--- src/logic/msc_consts.svh ---
`ifndef MSC_CONSTS_SVH
`define MSC_CONSTS_SVH

// ---------------------------------------------------------------
// management map
// ---------------------------------------------------------------
`define MSC_DEV_ADDR 7'h50
`define MSC_OFS_STATUS 8'h02
`define MSC_OFS_FLAGS 8'h03
`define MSC_OFS_PWR_CTRL 8'h5D
`define MSC_OFS_EXT_ID 8'h81
`define MSC_BIT_DNR 0
`define MSC_BIT_FAULT 0
`define MSC_BIT_PWR_OVR 0
`define MSC_BIT_PWR_SET 1
`define MSC_PCLASS_HI 7
`define MSC_PCLASS_LO 6
`define MSC_PWR_CTRL_RESET 8'h00
// identifier content, power class field nonzero means above 1.5 W
`define MSC_EXT_ID_DEFAULT 8'hC0
`define MSC_PINS_IDLE 5'h1F

// ---------------------------------------------------------------
// timing
// ---------------------------------------------------------------
`define MSC_CLK_MHZ 40
`define MSC_T_RESET_MIN_NS 2000
`define MSC_RESET_MIN_CYCLES ((`MSC_T_RESET_MIN_NS * `MSC_CLK_MHZ + 999) / 1000)
`define MSC_T_INIT_MS 2000
`define MSC_INIT_CYCLES (`MSC_T_INIT_MS * `MSC_CLK_MHZ * 1000)

`endif

--- src/logic/msc_pkg.sv ---
`default_nettype none

package msc_pkg;

   typedef struct packed {
      logic sel_n;
      logic reset_n;
      logic lp_req;
      logic scl;
      logic sda;
   } msc_pins_t;

   typedef struct packed {
      logic [5:0] unused;
      logic power_set;
      logic power_override;
   } msc_pwr_ctrl_t;

   typedef enum logic [8:0] {
      I2C_IDLE = 9'h001,
      I2C_DEV = 9'h002,
      I2C_DEV_ACK = 9'h004,
      I2C_OFS = 9'h008,
      I2C_OFS_ACK = 9'h010,
      I2C_WR = 9'h020,
      I2C_WR_ACK = 9'h040,
      I2C_RD = 9'h080,
      I2C_RD_ACK = 9'h100
   } msc_i2c_state_t;

   typedef enum logic [2:0] {
      INIT_HOLD = 3'h1,
      INIT_RUN = 3'h2,
      INIT_DONE = 3'h4
   } msc_init_state_t;

endpackage

`default_nettype wire

--- src/logic/msc_pin_sync.sv ---
`include "msc_consts.svh"
`default_nettype none

module msc_pin_sync
   import msc_pkg::*;
(
   input wire logic clock,
   input wire logic rst,
   input wire logic ce,
   input wire msc_pins_t pins_async,
   output msc_pins_t pins_sync
);

   // idle value is all high: pulled-up pins read deselected and released
   msc_pins_t meta_reg;
   msc_pins_t sync_reg;

   always_ff @(posedge clock)
   begin
      if (rst)
      begin
         meta_reg <= `MSC_PINS_IDLE;
         sync_reg <= `MSC_PINS_IDLE;
      end
      else if (ce)
      begin
         meta_reg <= pins_async;
         sync_reg <= meta_reg;
      end
   end

   assign pins_sync = sync_reg;

endmodule // msc_pin_sync

`default_nettype wire

--- src/logic/msc_sideband_top.sv ---
`include "msc_consts.svh"
`default_nettype none

// Summary of operation
// answer management bus only while selected
// deselected: never acknowledge nor drive data
// select input idles deselected
// host waits deselect time before bus use
// host waits select time before talking
// qualified reset pin clears all settings
// init interval timed from reset release
// host ignores status until completion interrupt
// completion: interrupt low, not-ready cleared
// completion interrupt also after power-up
// low power keeps management and safety
// low power still posts completion interrupt
// high class in low power cuts transmit
// low class stays fully functional
// override and set bits in byte 93
// power mode from override, set, pin
// override and set cleared at power-up
// presence output grounded inside module
// interrupt low flags fault or status
// release interrupt after status and flags read
// synchronise pins, count reset pulse length
module msc_sideband_top
   import msc_pkg::*;
#(
   parameter int unsigned INIT_CYCLES = `MSC_INIT_CYCLES,
   parameter logic [7:0] EXT_ID = `MSC_EXT_ID_DEFAULT
)
(
   input wire logic clock,
   input wire logic rst,
   input wire logic ce,
   input wire logic module_select_n,
   input wire logic module_reset_n,
   input wire logic low_power_request_pin,
   input wire logic scl_in,
   input wire logic sda_in,
   input wire logic fault_event,
   output logic sda_out,
   output logic sda_oe_n,
   output logic interrupt_out,
   output logic interrupt_oe_n,
   output logic presence_n,
   output logic low_power_mode,
   output logic tx_path_enable
);

   localparam logic [7:0] RESET_MIN = 8'(`MSC_RESET_MIN_CYCLES);
   localparam logic [26:0] INIT_LAST = 27'(INIT_CYCLES - 1);

   // ---------------------------------------------------------------
   // pin synchronisers and edges
   // ---------------------------------------------------------------
   msc_pins_t pins_raw;
   msc_pins_t pins_s;
   logic scl_q_reg;
   logic sda_q_reg;
   logic rpin_q_reg;

   assign pins_raw = '{sel_n: module_select_n, reset_n: module_reset_n,
                       lp_req: low_power_request_pin, scl: scl_in, sda: sda_in};

   msc_pin_sync u_sync
   (
      .clock(clock),
      .rst(rst),
      .ce(ce),
      .pins_async(pins_raw),
      .pins_sync(pins_s)
   );

   always_ff @(posedge clock)
   begin
      if (rst)
      begin
         scl_q_reg <= 1'b1;
         sda_q_reg <= 1'b1;
         rpin_q_reg <= 1'b1;
      end
      else if (ce)
      begin
         scl_q_reg <= pins_s.scl;
         sda_q_reg <= pins_s.sda;
         rpin_q_reg <= pins_s.reset_n;
      end
   end

   logic scl_rise;
   logic scl_fall;
   logic start_det;
   logic stop_det;
   logic rst_rise;

   assign scl_rise = pins_s.scl & ~scl_q_reg;
   assign scl_fall = ~pins_s.scl & scl_q_reg;
   assign start_det = pins_s.scl & scl_q_reg & sda_q_reg & ~pins_s.sda;
   assign stop_det = pins_s.scl & scl_q_reg & ~sda_q_reg & pins_s.sda;
   assign rst_rise = pins_s.reset_n & ~rpin_q_reg;

   // ---------------------------------------------------------------
   // reset pin qualification and init interval
   // ---------------------------------------------------------------
   logic [7:0] low_cnt_reg;
   msc_init_state_t init_state_reg;
   logic [26:0] init_cnt_reg;
   logic qual_low;
   logic init_done_pulse;
   logic dnr;

   always_ff @(posedge clock)
   begin
      if (rst)
         low_cnt_reg <= 8'h00;
      else if (ce)
      begin
         if (pins_s.reset_n)
            low_cnt_reg <= 8'h00;
         else if (low_cnt_reg != RESET_MIN)
            low_cnt_reg <= low_cnt_reg + 8'h01;
      end
   end

   // a glitch shorter than the minimum never reaches the settings
   assign qual_low = ~pins_s.reset_n & (low_cnt_reg == RESET_MIN);

   always_ff @(posedge clock)
   begin
      if (rst)
      begin
         init_state_reg <= INIT_RUN;
         init_cnt_reg <= 27'h0000000;
      end
      else if (ce)
      begin
         if (qual_low)
         begin
            init_state_reg <= INIT_HOLD;
            init_cnt_reg <= 27'h0000000;
         end
         else
         begin
            unique case (init_state_reg)
               INIT_HOLD:
               begin
                  if (pins_s.reset_n)
                     init_state_reg <= INIT_RUN;
               end
               INIT_RUN:
               begin
                  if (init_cnt_reg == INIT_LAST)
                     init_state_reg <= INIT_DONE;
                  else
                     init_cnt_reg <= init_cnt_reg + 27'h0000001;
               end
               INIT_DONE:
               begin
               end
            endcase
         end
      end
   end

   assign dnr = (init_state_reg != INIT_DONE);
   assign init_done_pulse = ce & ~qual_low & (init_state_reg == INIT_RUN) &
                            (init_cnt_reg == INIT_LAST);

   // ---------------------------------------------------------------
   // management slave
   // ---------------------------------------------------------------
   msc_i2c_state_t i2c_state_reg;
   logic [3:0] bit_cnt_reg;
   logic [7:0] shift_reg;
   logic [7:0] offset_reg;
   logic rw_reg;
   logic sda_drive_reg;
   logic fault_flag_reg;
   msc_pwr_ctrl_t pwr_ctrl_reg;
   logic engine_go;
   logic load_now;
   logic wr_commit;
   logic [7:0] rd_data;

   function automatic logic [7:0] read_byte(input logic [7:0] ofs, input logic not_ready,
                                            input logic fault, input msc_pwr_ctrl_t ctrl);
      logic [7:0] val;
      val = 8'h00;
      unique case (ofs)
         `MSC_OFS_STATUS: val[`MSC_BIT_DNR] = not_ready;
         `MSC_OFS_FLAGS: val[`MSC_BIT_FAULT] = fault;
         `MSC_OFS_PWR_CTRL: val = ctrl;
         `MSC_OFS_EXT_ID: val = EXT_ID;
         default: val = 8'h00;
      endcase
      return val;
   endfunction

   // deselect, start and stop override any byte in flight
   assign engine_go = ce & ~pins_s.sel_n & ~start_det & ~stop_det;
   assign load_now = engine_go & scl_fall &
                     (((i2c_state_reg == I2C_DEV_ACK) & rw_reg) | (i2c_state_reg == I2C_RD_ACK));
   assign wr_commit = engine_go & scl_fall & (i2c_state_reg == I2C_WR) &
                      (bit_cnt_reg == 4'h8);
   assign rd_data = read_byte(offset_reg, dnr, fault_flag_reg, pwr_ctrl_reg);

   always_ff @(posedge clock)
   begin
      if (rst)
      begin
         i2c_state_reg <= I2C_IDLE;
         bit_cnt_reg <= 4'h0;
         shift_reg <= 8'h00;
         offset_reg <= 8'h00;
         rw_reg <= 1'b0;
         sda_drive_reg <= 1'b0;
      end
      else if (ce)
      begin
         if (pins_s.sel_n)
         begin
            i2c_state_reg <= I2C_IDLE;
            sda_drive_reg <= 1'b0;
         end
         else if (start_det)
         begin
            i2c_state_reg <= I2C_DEV;
            bit_cnt_reg <= 4'h0;
            sda_drive_reg <= 1'b0;
         end
         else if (stop_det)
         begin
            i2c_state_reg <= I2C_IDLE;
            sda_drive_reg <= 1'b0;
         end
         else if (load_now)
         begin
            // management stays alive in low power mode
            shift_reg <= rd_data;
            sda_drive_reg <= ~rd_data[7];
            bit_cnt_reg <= 4'h1;
            i2c_state_reg <= I2C_RD;
         end
         else
         begin
            unique case (i2c_state_reg)
               I2C_IDLE:
               begin
               end
               I2C_DEV, I2C_OFS, I2C_WR:
               begin
                  if (scl_rise)
                  begin
                     shift_reg <= {shift_reg[6:0], pins_s.sda};
                     bit_cnt_reg <= bit_cnt_reg + 4'h1;
                  end
                  else if (scl_fall && bit_cnt_reg == 4'h8)
                  begin
                     bit_cnt_reg <= 4'h0;
                     sda_drive_reg <= 1'b1;
                     if (i2c_state_reg == I2C_DEV)
                     begin
                        rw_reg <= shift_reg[0];
                        if (shift_reg[7:1] == `MSC_DEV_ADDR)
                           i2c_state_reg <= I2C_DEV_ACK;
                        else
                        begin
                           i2c_state_reg <= I2C_IDLE;
                           sda_drive_reg <= 1'b0;
                        end
                     end
                     else if (i2c_state_reg == I2C_OFS)
                     begin
                        offset_reg <= shift_reg;
                        i2c_state_reg <= I2C_OFS_ACK;
                     end
                     else
                     begin
                        offset_reg <= offset_reg + 8'h01;
                        i2c_state_reg <= I2C_WR_ACK;
                     end
                  end
               end
               I2C_DEV_ACK, I2C_OFS_ACK, I2C_WR_ACK:
               begin
                  // a read header never gets here: load_now takes it first
                  if (scl_fall)
                  begin
                     sda_drive_reg <= 1'b0;
                     i2c_state_reg <= (i2c_state_reg == I2C_DEV_ACK) ? I2C_OFS : I2C_WR;
                  end
               end
               I2C_RD:
               begin
                  if (scl_fall)
                  begin
                     if (bit_cnt_reg == 4'h8)
                     begin
                        sda_drive_reg <= 1'b0;
                        offset_reg <= offset_reg + 8'h01;
                        i2c_state_reg <= I2C_RD_ACK;
                     end
                     else
                     begin
                        shift_reg <= {shift_reg[6:0], 1'b0};
                        sda_drive_reg <= ~shift_reg[6];
                        bit_cnt_reg <= bit_cnt_reg + 4'h1;
                     end
                  end
               end
               I2C_RD_ACK:
               begin
                  if (scl_rise && pins_s.sda)
                     i2c_state_reg <= I2C_IDLE;
               end
            endcase
         end
      end
   end

   // ---------------------------------------------------------------
   // power control byte and power mode
   // ---------------------------------------------------------------
   logic lp_next;
   logic class_high;

   always_ff @(posedge clock)
   begin
      if (rst)
         pwr_ctrl_reg <= `MSC_PWR_CTRL_RESET;
      else if (ce)
      begin
         if (init_state_reg == INIT_HOLD)
            pwr_ctrl_reg <= `MSC_PWR_CTRL_RESET;
         else if (wr_commit && offset_reg == `MSC_OFS_PWR_CTRL)
         begin
            pwr_ctrl_reg.power_override <= shift_reg[`MSC_BIT_PWR_OVR];
            pwr_ctrl_reg.power_set <= shift_reg[`MSC_BIT_PWR_SET];
         end
      end
   end

   assign lp_next = pwr_ctrl_reg.power_override ? pwr_ctrl_reg.power_set
                                                : pins_s.lp_req;
   assign class_high = (EXT_ID[`MSC_PCLASS_HI:`MSC_PCLASS_LO] != 2'b00);

   // only the transmit path is cut; laser safety logic lives outside and is untouched
   always_ff @(posedge clock)
   begin
      if (rst)
      begin
         low_power_mode <= 1'b0;
         tx_path_enable <= 1'b1;
      end
      else if (ce)
      begin
         low_power_mode <= lp_next;
         tx_path_enable <= ~(lp_next & class_high);
      end
   end

   // ---------------------------------------------------------------
   // fault flag and interrupt
   // ---------------------------------------------------------------
   logic int_active_reg;
   logic status_seen_reg;
   logic flags_seen_reg;
   logic int_set;

   assign int_set = init_done_pulse | (ce & fault_event);

   always_ff @(posedge clock)
   begin
      if (rst)
         fault_flag_reg <= 1'b0;
      else if (ce)
      begin
         if (fault_event)
            fault_flag_reg <= 1'b1;
         else if ((init_state_reg == INIT_HOLD) ||
                  (load_now && offset_reg == `MSC_OFS_FLAGS))
            fault_flag_reg <= 1'b0;
      end
   end

   always_ff @(posedge clock)
   begin
      if (rst)
      begin
         status_seen_reg <= 1'b0;
         flags_seen_reg <= 1'b0;
      end
      else if (ce)
      begin
         if (int_set || init_state_reg == INIT_HOLD)
         begin
            status_seen_reg <= 1'b0;
            flags_seen_reg <= 1'b0;
         end
         else if (load_now)
         begin
            if (offset_reg == `MSC_OFS_STATUS && !dnr)
               status_seen_reg <= 1'b1;
            if (offset_reg == `MSC_OFS_FLAGS && !dnr)
               flags_seen_reg <= 1'b1;
         end
      end
   end

   // a new event in the release cycle keeps the line low
   always_ff @(posedge clock)
   begin
      if (rst)
         int_active_reg <= 1'b0;
      else if (ce)
      begin
         if (int_set)
            int_active_reg <= 1'b1;
         else if (init_state_reg == INIT_HOLD)
            int_active_reg <= 1'b0;
         else if (status_seen_reg && flags_seen_reg)
            int_active_reg <= 1'b0;
      end
   end

   // ---------------------------------------------------------------
   // pins out
   // ---------------------------------------------------------------
   assign sda_out = 1'b0;
   assign sda_oe_n = ~sda_drive_reg;
   assign interrupt_out = 1'b0;
   assign interrupt_oe_n = ~int_active_reg;
   assign presence_n = 1'b0;
endmodule // msc_sideband_top

`default_nettype wire

--- config.mk ---
export PLATFORM = sky130hd
export DESIGN_NAME = msc_sideband_top
export DESIGN_NICKNAME = d
export VERILOG_FILES = /design/src/logic/msc_pkg.sv /design/src/logic/msc_pin_sync.sv /design/src/logic/msc_sideband_top.sv
export VERILOG_INCLUDE_DIRS = /design/src /design/src/logic
export SDC_FILE = /design/constraint.sdc
export NUM_CORES = 1
export LEC_CHECK = 0
export ABC_AREA = 1
export ABC_CLOCK_PERIOD_IN_PS = 2100
export BUFFER_PORTS_ARGS = -buffer_cell sky130_fd_sc_hd__buf_2
export CAP_MARGIN = 25
export CORE_MARGIN = 4
export CORE_UTILIZATION = 63
export DETAILED_ROUTE_END_ITERATION = 8
export PLACE_DENSITY = 0.86
export SLEW_MARGIN = 20
export SYNTH_ARGS = -nofsm -noshare
export SYNTH_HDL_FRONTEND = slang
export SYNTH_SLANG_ARGS = --single-unit
--- constraint.sdc ---
create_clock -name clock -period 2.1 [get_ports clock]
set_input_delay 0.42 -clock clock [delete_from_list [all_inputs] [get_ports clock]]
set_output_delay 0.42 -clock clock [all_outputs]
set_load 0.01 [all_outputs]
-- Word-level counts from Yosys, hierarchy flattened
Cells that the tools add are included.
- word-level logic and storage cells: 224
- bits in latches: 0
- memories: 0
- bits in writable memories: 0
- register bits: 89
- output and inout bits: 7
- ROM bits: 0
- input port bits: 9
- bitwise gates (word level): 38
- order comparisons: 0
- shift operators: 0
- reductions and logical operators: 40
- mux-type cells: 72
- divide/modulo/power cells: 0
- $mul: 0
- add/sub/neg operators: 4
- equality and inequality tests: 41
- operator list (operator ; number):
    two-way mux 9 bit ; 11
    two-way mux 8 bit ; 12
    two-way mux 27 bit ; 3
    case mux 9 bit (4 select lines) ; 1
    case mux 8 bit (2 select lines) ; 2
    != test 6 x 5 -> 1 bit, second input constant ; 5
    two-way mux 4 bit ; 7
    adder 27 x 1 -> 27 bit, second input constant ; 1
    == test 27 bit, second input constant ; 1
    two-way mux 1 bit ; 23
    AND 1 bit ; 20
    adder 8 x 1 -> 8 bit, second input constant ; 2
    == test 8 x 2 -> 1 bit, second input constant ; 2
    == test 8 x 7 -> 1 bit, second input constant ; 2
    NOT 1 bit ; 16
    AND reduction 8 bit ; 2
    nonzero test 2 bit ; 8
    != test 3 bit, second input constant ; 5
    != test 2 bit, second input constant ; 7
    case mux 7 bit (2 select lines) ; 1
    two-way mux 3 bit ; 4
    AND reduction 11 bit ; 1
    == test 9 x 2 -> 1 bit, second input constant ; 1
    == test 9 x 3 -> 1 bit, second input constant ; 1
    other kinds (38) ; 57

-- Logic depth before layout (Yosys ltp)
- depth after elaboration: 12
- mapped depth: 14
- mapped depth without buffers: 14

-- Hierarchy
A second synthesis with hierarchy kept.
- cell total of the unflattened synthesis: 866
- area, all modules: 5475.3 um2
- by module, submodules not included (module ; area an instance (um2) ; sequential area each (um2) ; instances ; cells an instance):
    msc_sideband_top ; 5131.2 ; 1581.5 ; 1 ; 823
    msc_pin_sync ; 344.1 ; 200.2 ; 1 ; 43

-- Worst setup path after synthesis
No wires, ideal clock.
- path kind: register -> register
- start point: register low_cnt_reg[0]
- end point: register init_cnt_reg[5]
- buffers on the path: 1
- library setup time: 134 ps
- required time: 1966 ps
- stages on the path, launching flop included: 11
- path slack: 415 ps
- arrival time: 1551 ps
- clock period less this slack: 1685 ps
- path through: dfxtp_1 -> inv_1 -> ha_1 -> nand3_2 -> nor4_4 -> nand2_4 -> nand2_4 -> inv_2 -> buf_6 -> nand2_1 -> a21oi_1
- word-level cells in the longest chain between the ends: 4
- elaborated cells between the ends (all ways): 6
- those cells by class: eq/ne (2); mux (1); bitwise (1); reduce/logical (2)
- RTL lines (element ; RTL line ; RTL):
    start, declared ; msc_sideband_top.sv:106 ; logic [7:0] low_cnt_reg;
    start signal, assigned ; msc_sideband_top.sv:122 ; low_cnt_reg <= low_cnt_reg + 8'h01;
    == test 8 x 7 -> 1 bit * ; msc_sideband_top.sv:127 ; assign qual_low = ~pins_s.reset_n & (low_cnt_reg == RESET_MIN);
    AND 1 bit * ; msc_sideband_top.sv:127 ;
    != test 2 bit (no source line) or nonzero test 2 bit (tied branches) ; -- ;
    AND reduction 3 bit (no source line) ; -- ;
    end signal, assigned ; msc_sideband_top.sv:156 ; init_cnt_reg <= init_cnt_reg + 27'h0000001;
    end, declared ; msc_sideband_top.sv:108 ; logic [26:0] init_cnt_reg;
Every way passes the cells marked *; elsewhere a longest branch is shown, timed or not.
A chain may end at the register's enable or synchronous reset.

-- Worst setup path in the final report
- start point: register i2c_state_reg[6]
- end point: register bit_cnt_reg[1]
- word-level cells in the longest chain between the ends: 7
- elaborated cells between the ends (all ways): 19
- those cells by class: eq/ne (9); mux (4); bitwise (3); reduce/logical (3)
- RTL lines (element ; RTL line ; RTL):
    start, declared ; msc_sideband_top.sv:173 ; msc_i2c_state_t i2c_state_reg;
    start signal, assigned ; msc_sideband_top.sv:291 ; i2c_state_reg <= (i2c_state_reg == I2C_DEV_ACK) ? I2C_OFS : I2C_WR;
    parallel branches: the longest is 7 deep, another holds == test 9 x 3 -> 1 bit ; -- ;
    end signal, assigned ; msc_sideband_top.sv:256 ; bit_cnt_reg <= bit_cnt_reg + 4'h1;
    end signal, assigned ; msc_sideband_top.sv:308 ; bit_cnt_reg <= bit_cnt_reg + 4'h1;
    end, declared ; msc_sideband_top.sv:174 ; logic [3:0] bit_cnt_reg;
Several ways; the timed one is not identified. The select of a mux whose other input is x is not followed.

==> impl_results.rst <==
.. list-table::
   :header-rows: 1

   * - Metric
     - Value
   * - Global Route Usage Sum
     - between 20% and 30%
   * - Mean instance size in the synthesized netlist
     - 6.53 µm²
   * - Detailed-route vias per instance
     - around 5.7
   * - Row cnt
     - 33
   * - Most frequently used flop master after synthesis
     - dfxtp_1
   * - Most frequently used cell type in the post-synthesis netlist
     - nand2_1
   * - Clock latency reported for the late side of the worst-skew pair
     - 0.38 ns
   * - IR Drop Worst-Case VDD
     - 0.387 mV
   * - Peak fanout along the critical path
     - 7
   * - Top area cells in the synthesized netlist
     - dfxtp_1 32%, nand2_1 14%, nor2_1 8.1%
   * - Result of the run
     - finished clean
   * - Final net count
     - 891
   * - Boundary pin count
     - 16
   * - Register bit count reported by yosys
     - a little under 90
   * - Internal power contribution
     - roughly 2300 µW
   * - Root Buffer
     - clkbuf_8
   * - Number of enable-type register cells in the synthesized netlist
     - 0
   * - Initial antenna violation count
     - 0
   * - Final-report max-slew violation count
     - 0
   * - Dpl hpwl
     - between 10000 and 15000 µm
   * - First-pass GRT wire length
     - 23400 µm
   * - Placer's final routability congestion estimate
     - around 0.95
   * - First-pass DRT Iterations
     - 5
   * - Fraction of power consumed by the clock network
     - roughly a third
   * - Max cap viols
     - 0
   * - Share of the synthesized area in the top cell type
     - roughly 32%
   * - Crit Path Category
     - reg -> reg
   * - Number of CTS-inserted buffers
     - 9
   * - Antenna diode count
     - 0
   * - Transition time at the pin with the least slew margin
     - between 0.6 and 0.7 ns
   * - Clock sink count
     - 89
   * - CP Capture Type
     - flip-flop
   * - Height of the chip
     - ~100 µm
   * - Total die area
     - 10400 µm²
   * - Die Width
     - roughly 100 µm
   * - Synth top cells by count
     - 201 x nand2_1, 120 x nor2_1, 89 x dfxtp_1, 89 x inv_1
   * - Netlist area before placement
     - 5540 µm²
   * - Gr ovfl total
     - 0
   * - Standby leakage power
     - 0.00261 µW
   * - Startpoint class of the critical path
     - flip-flop
   * - Maximum number of pins on one net before global-route repair
     - 40
   * - Post-detailed-route DRC marker count
     - 0
   * - Maximum operating frequency
     - slightly above 500 MHz
   * - Arrival @ worst endpoint
     - about 2.2 ns
   * - Worst slew slack as a fraction of its limit
     - approximately three fifths
   * - Largest register FFs
     - 27
   * - Library cell with the largest summed area after synthesis
     - dfxtp_1
   * - Number of global-route vias before repair
     - slightly above 5000
   * - Relative area change from synthesis to final layout
     - 9.11%
   * - Switching power share of the total
     - about 31%
   * - I/O Buffers
     - 12
   * - Cell variety after synth
     - 43
   * - CTS tree
     - yes
   * - Detail Route Antenna Nets
     - 0
   * - Fraction of power consumed by sequential logic
     - between 50% and 60%
   * - H-tree levels
     - 3
   * - Minimum clock period after layout
     - about 2.0 ns
   * - Sum of routed wire length over all layers
     - 13900 µm
   * - Fraction of registers with async set or reset after synthesis
     - 0%
   * - DR vias
     - between 5000 and 6000
   * - CTS max path bufs
     - 2
   * - Power Density
     - between 500 and 600 nW/µm²
   * - Most Frequent Cell on Critical Path
     - nand2_1
   * - Crit-path slowest cell
     - dfxtp_1
   * - Share of final-layout standard cells stronger than drive strength 1
     - roughly an eighth
   * - Power dissipated by switching net loads
     - approximately 1000 µW
   * - Path category of the worst min-delay check
     - in -> reg
   * - Critical path required time
     - roughly 2.4 ns
   * - Biggest cell delay along the critical path
     - around 0.35 ns
   * - Number of DRC markers after the initial detailed-route iteration
     - roughly 430
   * - Post-CTS clock slew at the launch and capture registers of the worst setup and hold paths
     - around 0.1 ns
   * - Number of endpoints failing setup at the final stage
     - 0
   * - Final clock period utilization by the worst path
     - between 90% and 100%
   * - Post-Route Utilization
     - around 72%
   * - WL/cell
     - between 10 and 15 µm
   * - Syn Inst Count
     - between 800 and 900
   * - Clock skew after layout
     - ~0.018 ns
   * - Number of warnings reported in the yosys synthesis log
     - 0
   * - Hold Vio Cnt, Final
     - 0
   * - Worst hold margin
     - around 0.25 ns
   * - Relative contribution of combinational cells to total power
     - between 10% and 20%
   * - Floorplan Core Area
     - between 8000 and 9000 µm²
   * - Starting utilization of the core area
     - between 60% and 70%
   * - Cell chain of the critical path
     - inv_1 > nand2_1 > nor3_1 > nand2_1 > nand2_4 > nand2_1 > o21ai_1 > nand2_2 > nand2_2 > inv_2 > nor2_1 > nor2_1
   * - Fraction of the yosys area taken by sequential cells
     - ~32%
## what timing repair did
action	in CTS	in global routing
endpoints found under the setup margin	0	54
gates resized for setup	0	27
hold buffers	0	0
buffers inserted	0	2
## path summary, 6_finish.rpt
kind	start	end	slack [ns]	depth (start not counted)
worst max-delay path	i2c_state_reg[6]	bit_cnt_reg[1]	0.14	12
worst min-delay path	sda_in	u_sync.meta_reg[0]	0.25	3
worst max register to register	i2c_state_reg[6]	bit_cnt_reg[1]	0.14	12
worst min register to register	u_sync.meta_reg[1]	u_sync.meta_reg[1]	0.47	2
## stage by stage
stage	instance area [µm²]	cells	worst slack [ns]	TNS (ns)	power, µW
floorplan	5550	850	0.415	0	2150
global placement	5760	966	0.0720	0	2230
detailed placement	5760	966	0.0530	0	2250
CTS	5950	982	0.0180	0	3370
global route	6040	984	-0.0422	-0.0852	3540
finish	6040	984	0.138	0	3390
## power by group through the flow
stage | logic, µW | registers, µW | clock network (µW)
after floorplan | 345 | 1810 | 0
after detailed placement | 431 | 1820 | 0
after global routing | 524 | 1790 | 1230
after CTS | 434 | 1780 | 1150
final | 464 | 1780 | 1140
after global placement | 422 | 1810 | 0
## final cells by class
class	instances	area, µm²
Sequential cell	89	1780
Inverter	96	368
Tap cell	105	131
Clock inverter	7	61.3
Clock buffer	9	124
Timing Repair Buffer	38	259
Fill cell	716	2340
Multi-Input combinational cell	640	3310
## worst max-delay path: cells and delay by family, from the launching register on
| kind | cells | cell delay, ns |
|---|---|---|
| compound gates | 1 | 0.25 |
| buf+inv | 2 | 0.13 |
| flops | 1 | 0.35 |
| simple gates | 9 | 1.15 |
## cell usage in the layout, fill, tap and decap left out, types with 4 or more instances in the layout
master    count
nor2_4        4
clkbuf_8      9
nor2_1      117
nand2_2      11
xor2_1       17
nand4_1      23
inv_1        88
o21ai_0      32
o21ai_1       5
ha_1          7
buf_4        25
nand2_1     197
a211oi_2      5
nor2_2        6
nor3b_1       5
xnor2_1       9
nand3_2       6
dfxtp_1      87
nand2_4       6
buf_2        12
inv_2         5
nor3_1       35
a21oi_1      62
nand3_1      61
## metal layers
metal	vias up	part of all wire [%]	track usage, %	wire length (µm)
met1	2549	46	39.5	6400
met3	22	7.9	4.41	1100
met4	0	1.5	9.41	209
met5	-	0	0	0
met2	227	44	43.2	6170
li1	2820	-	-	-
## kinds of logic after synthesis
logic type | share of synthesized area [%]
and+or+nand+nor | 40.8
buffers and inverters | 9.33
AOI/OAI and AO/OA | 11.7
DFF | 32.2
xor gates and xnor gates | 4.11
adders and majority gates | 1.81
other | 0.0677
No activity file was read; power rests on OpenSTA's default activity.
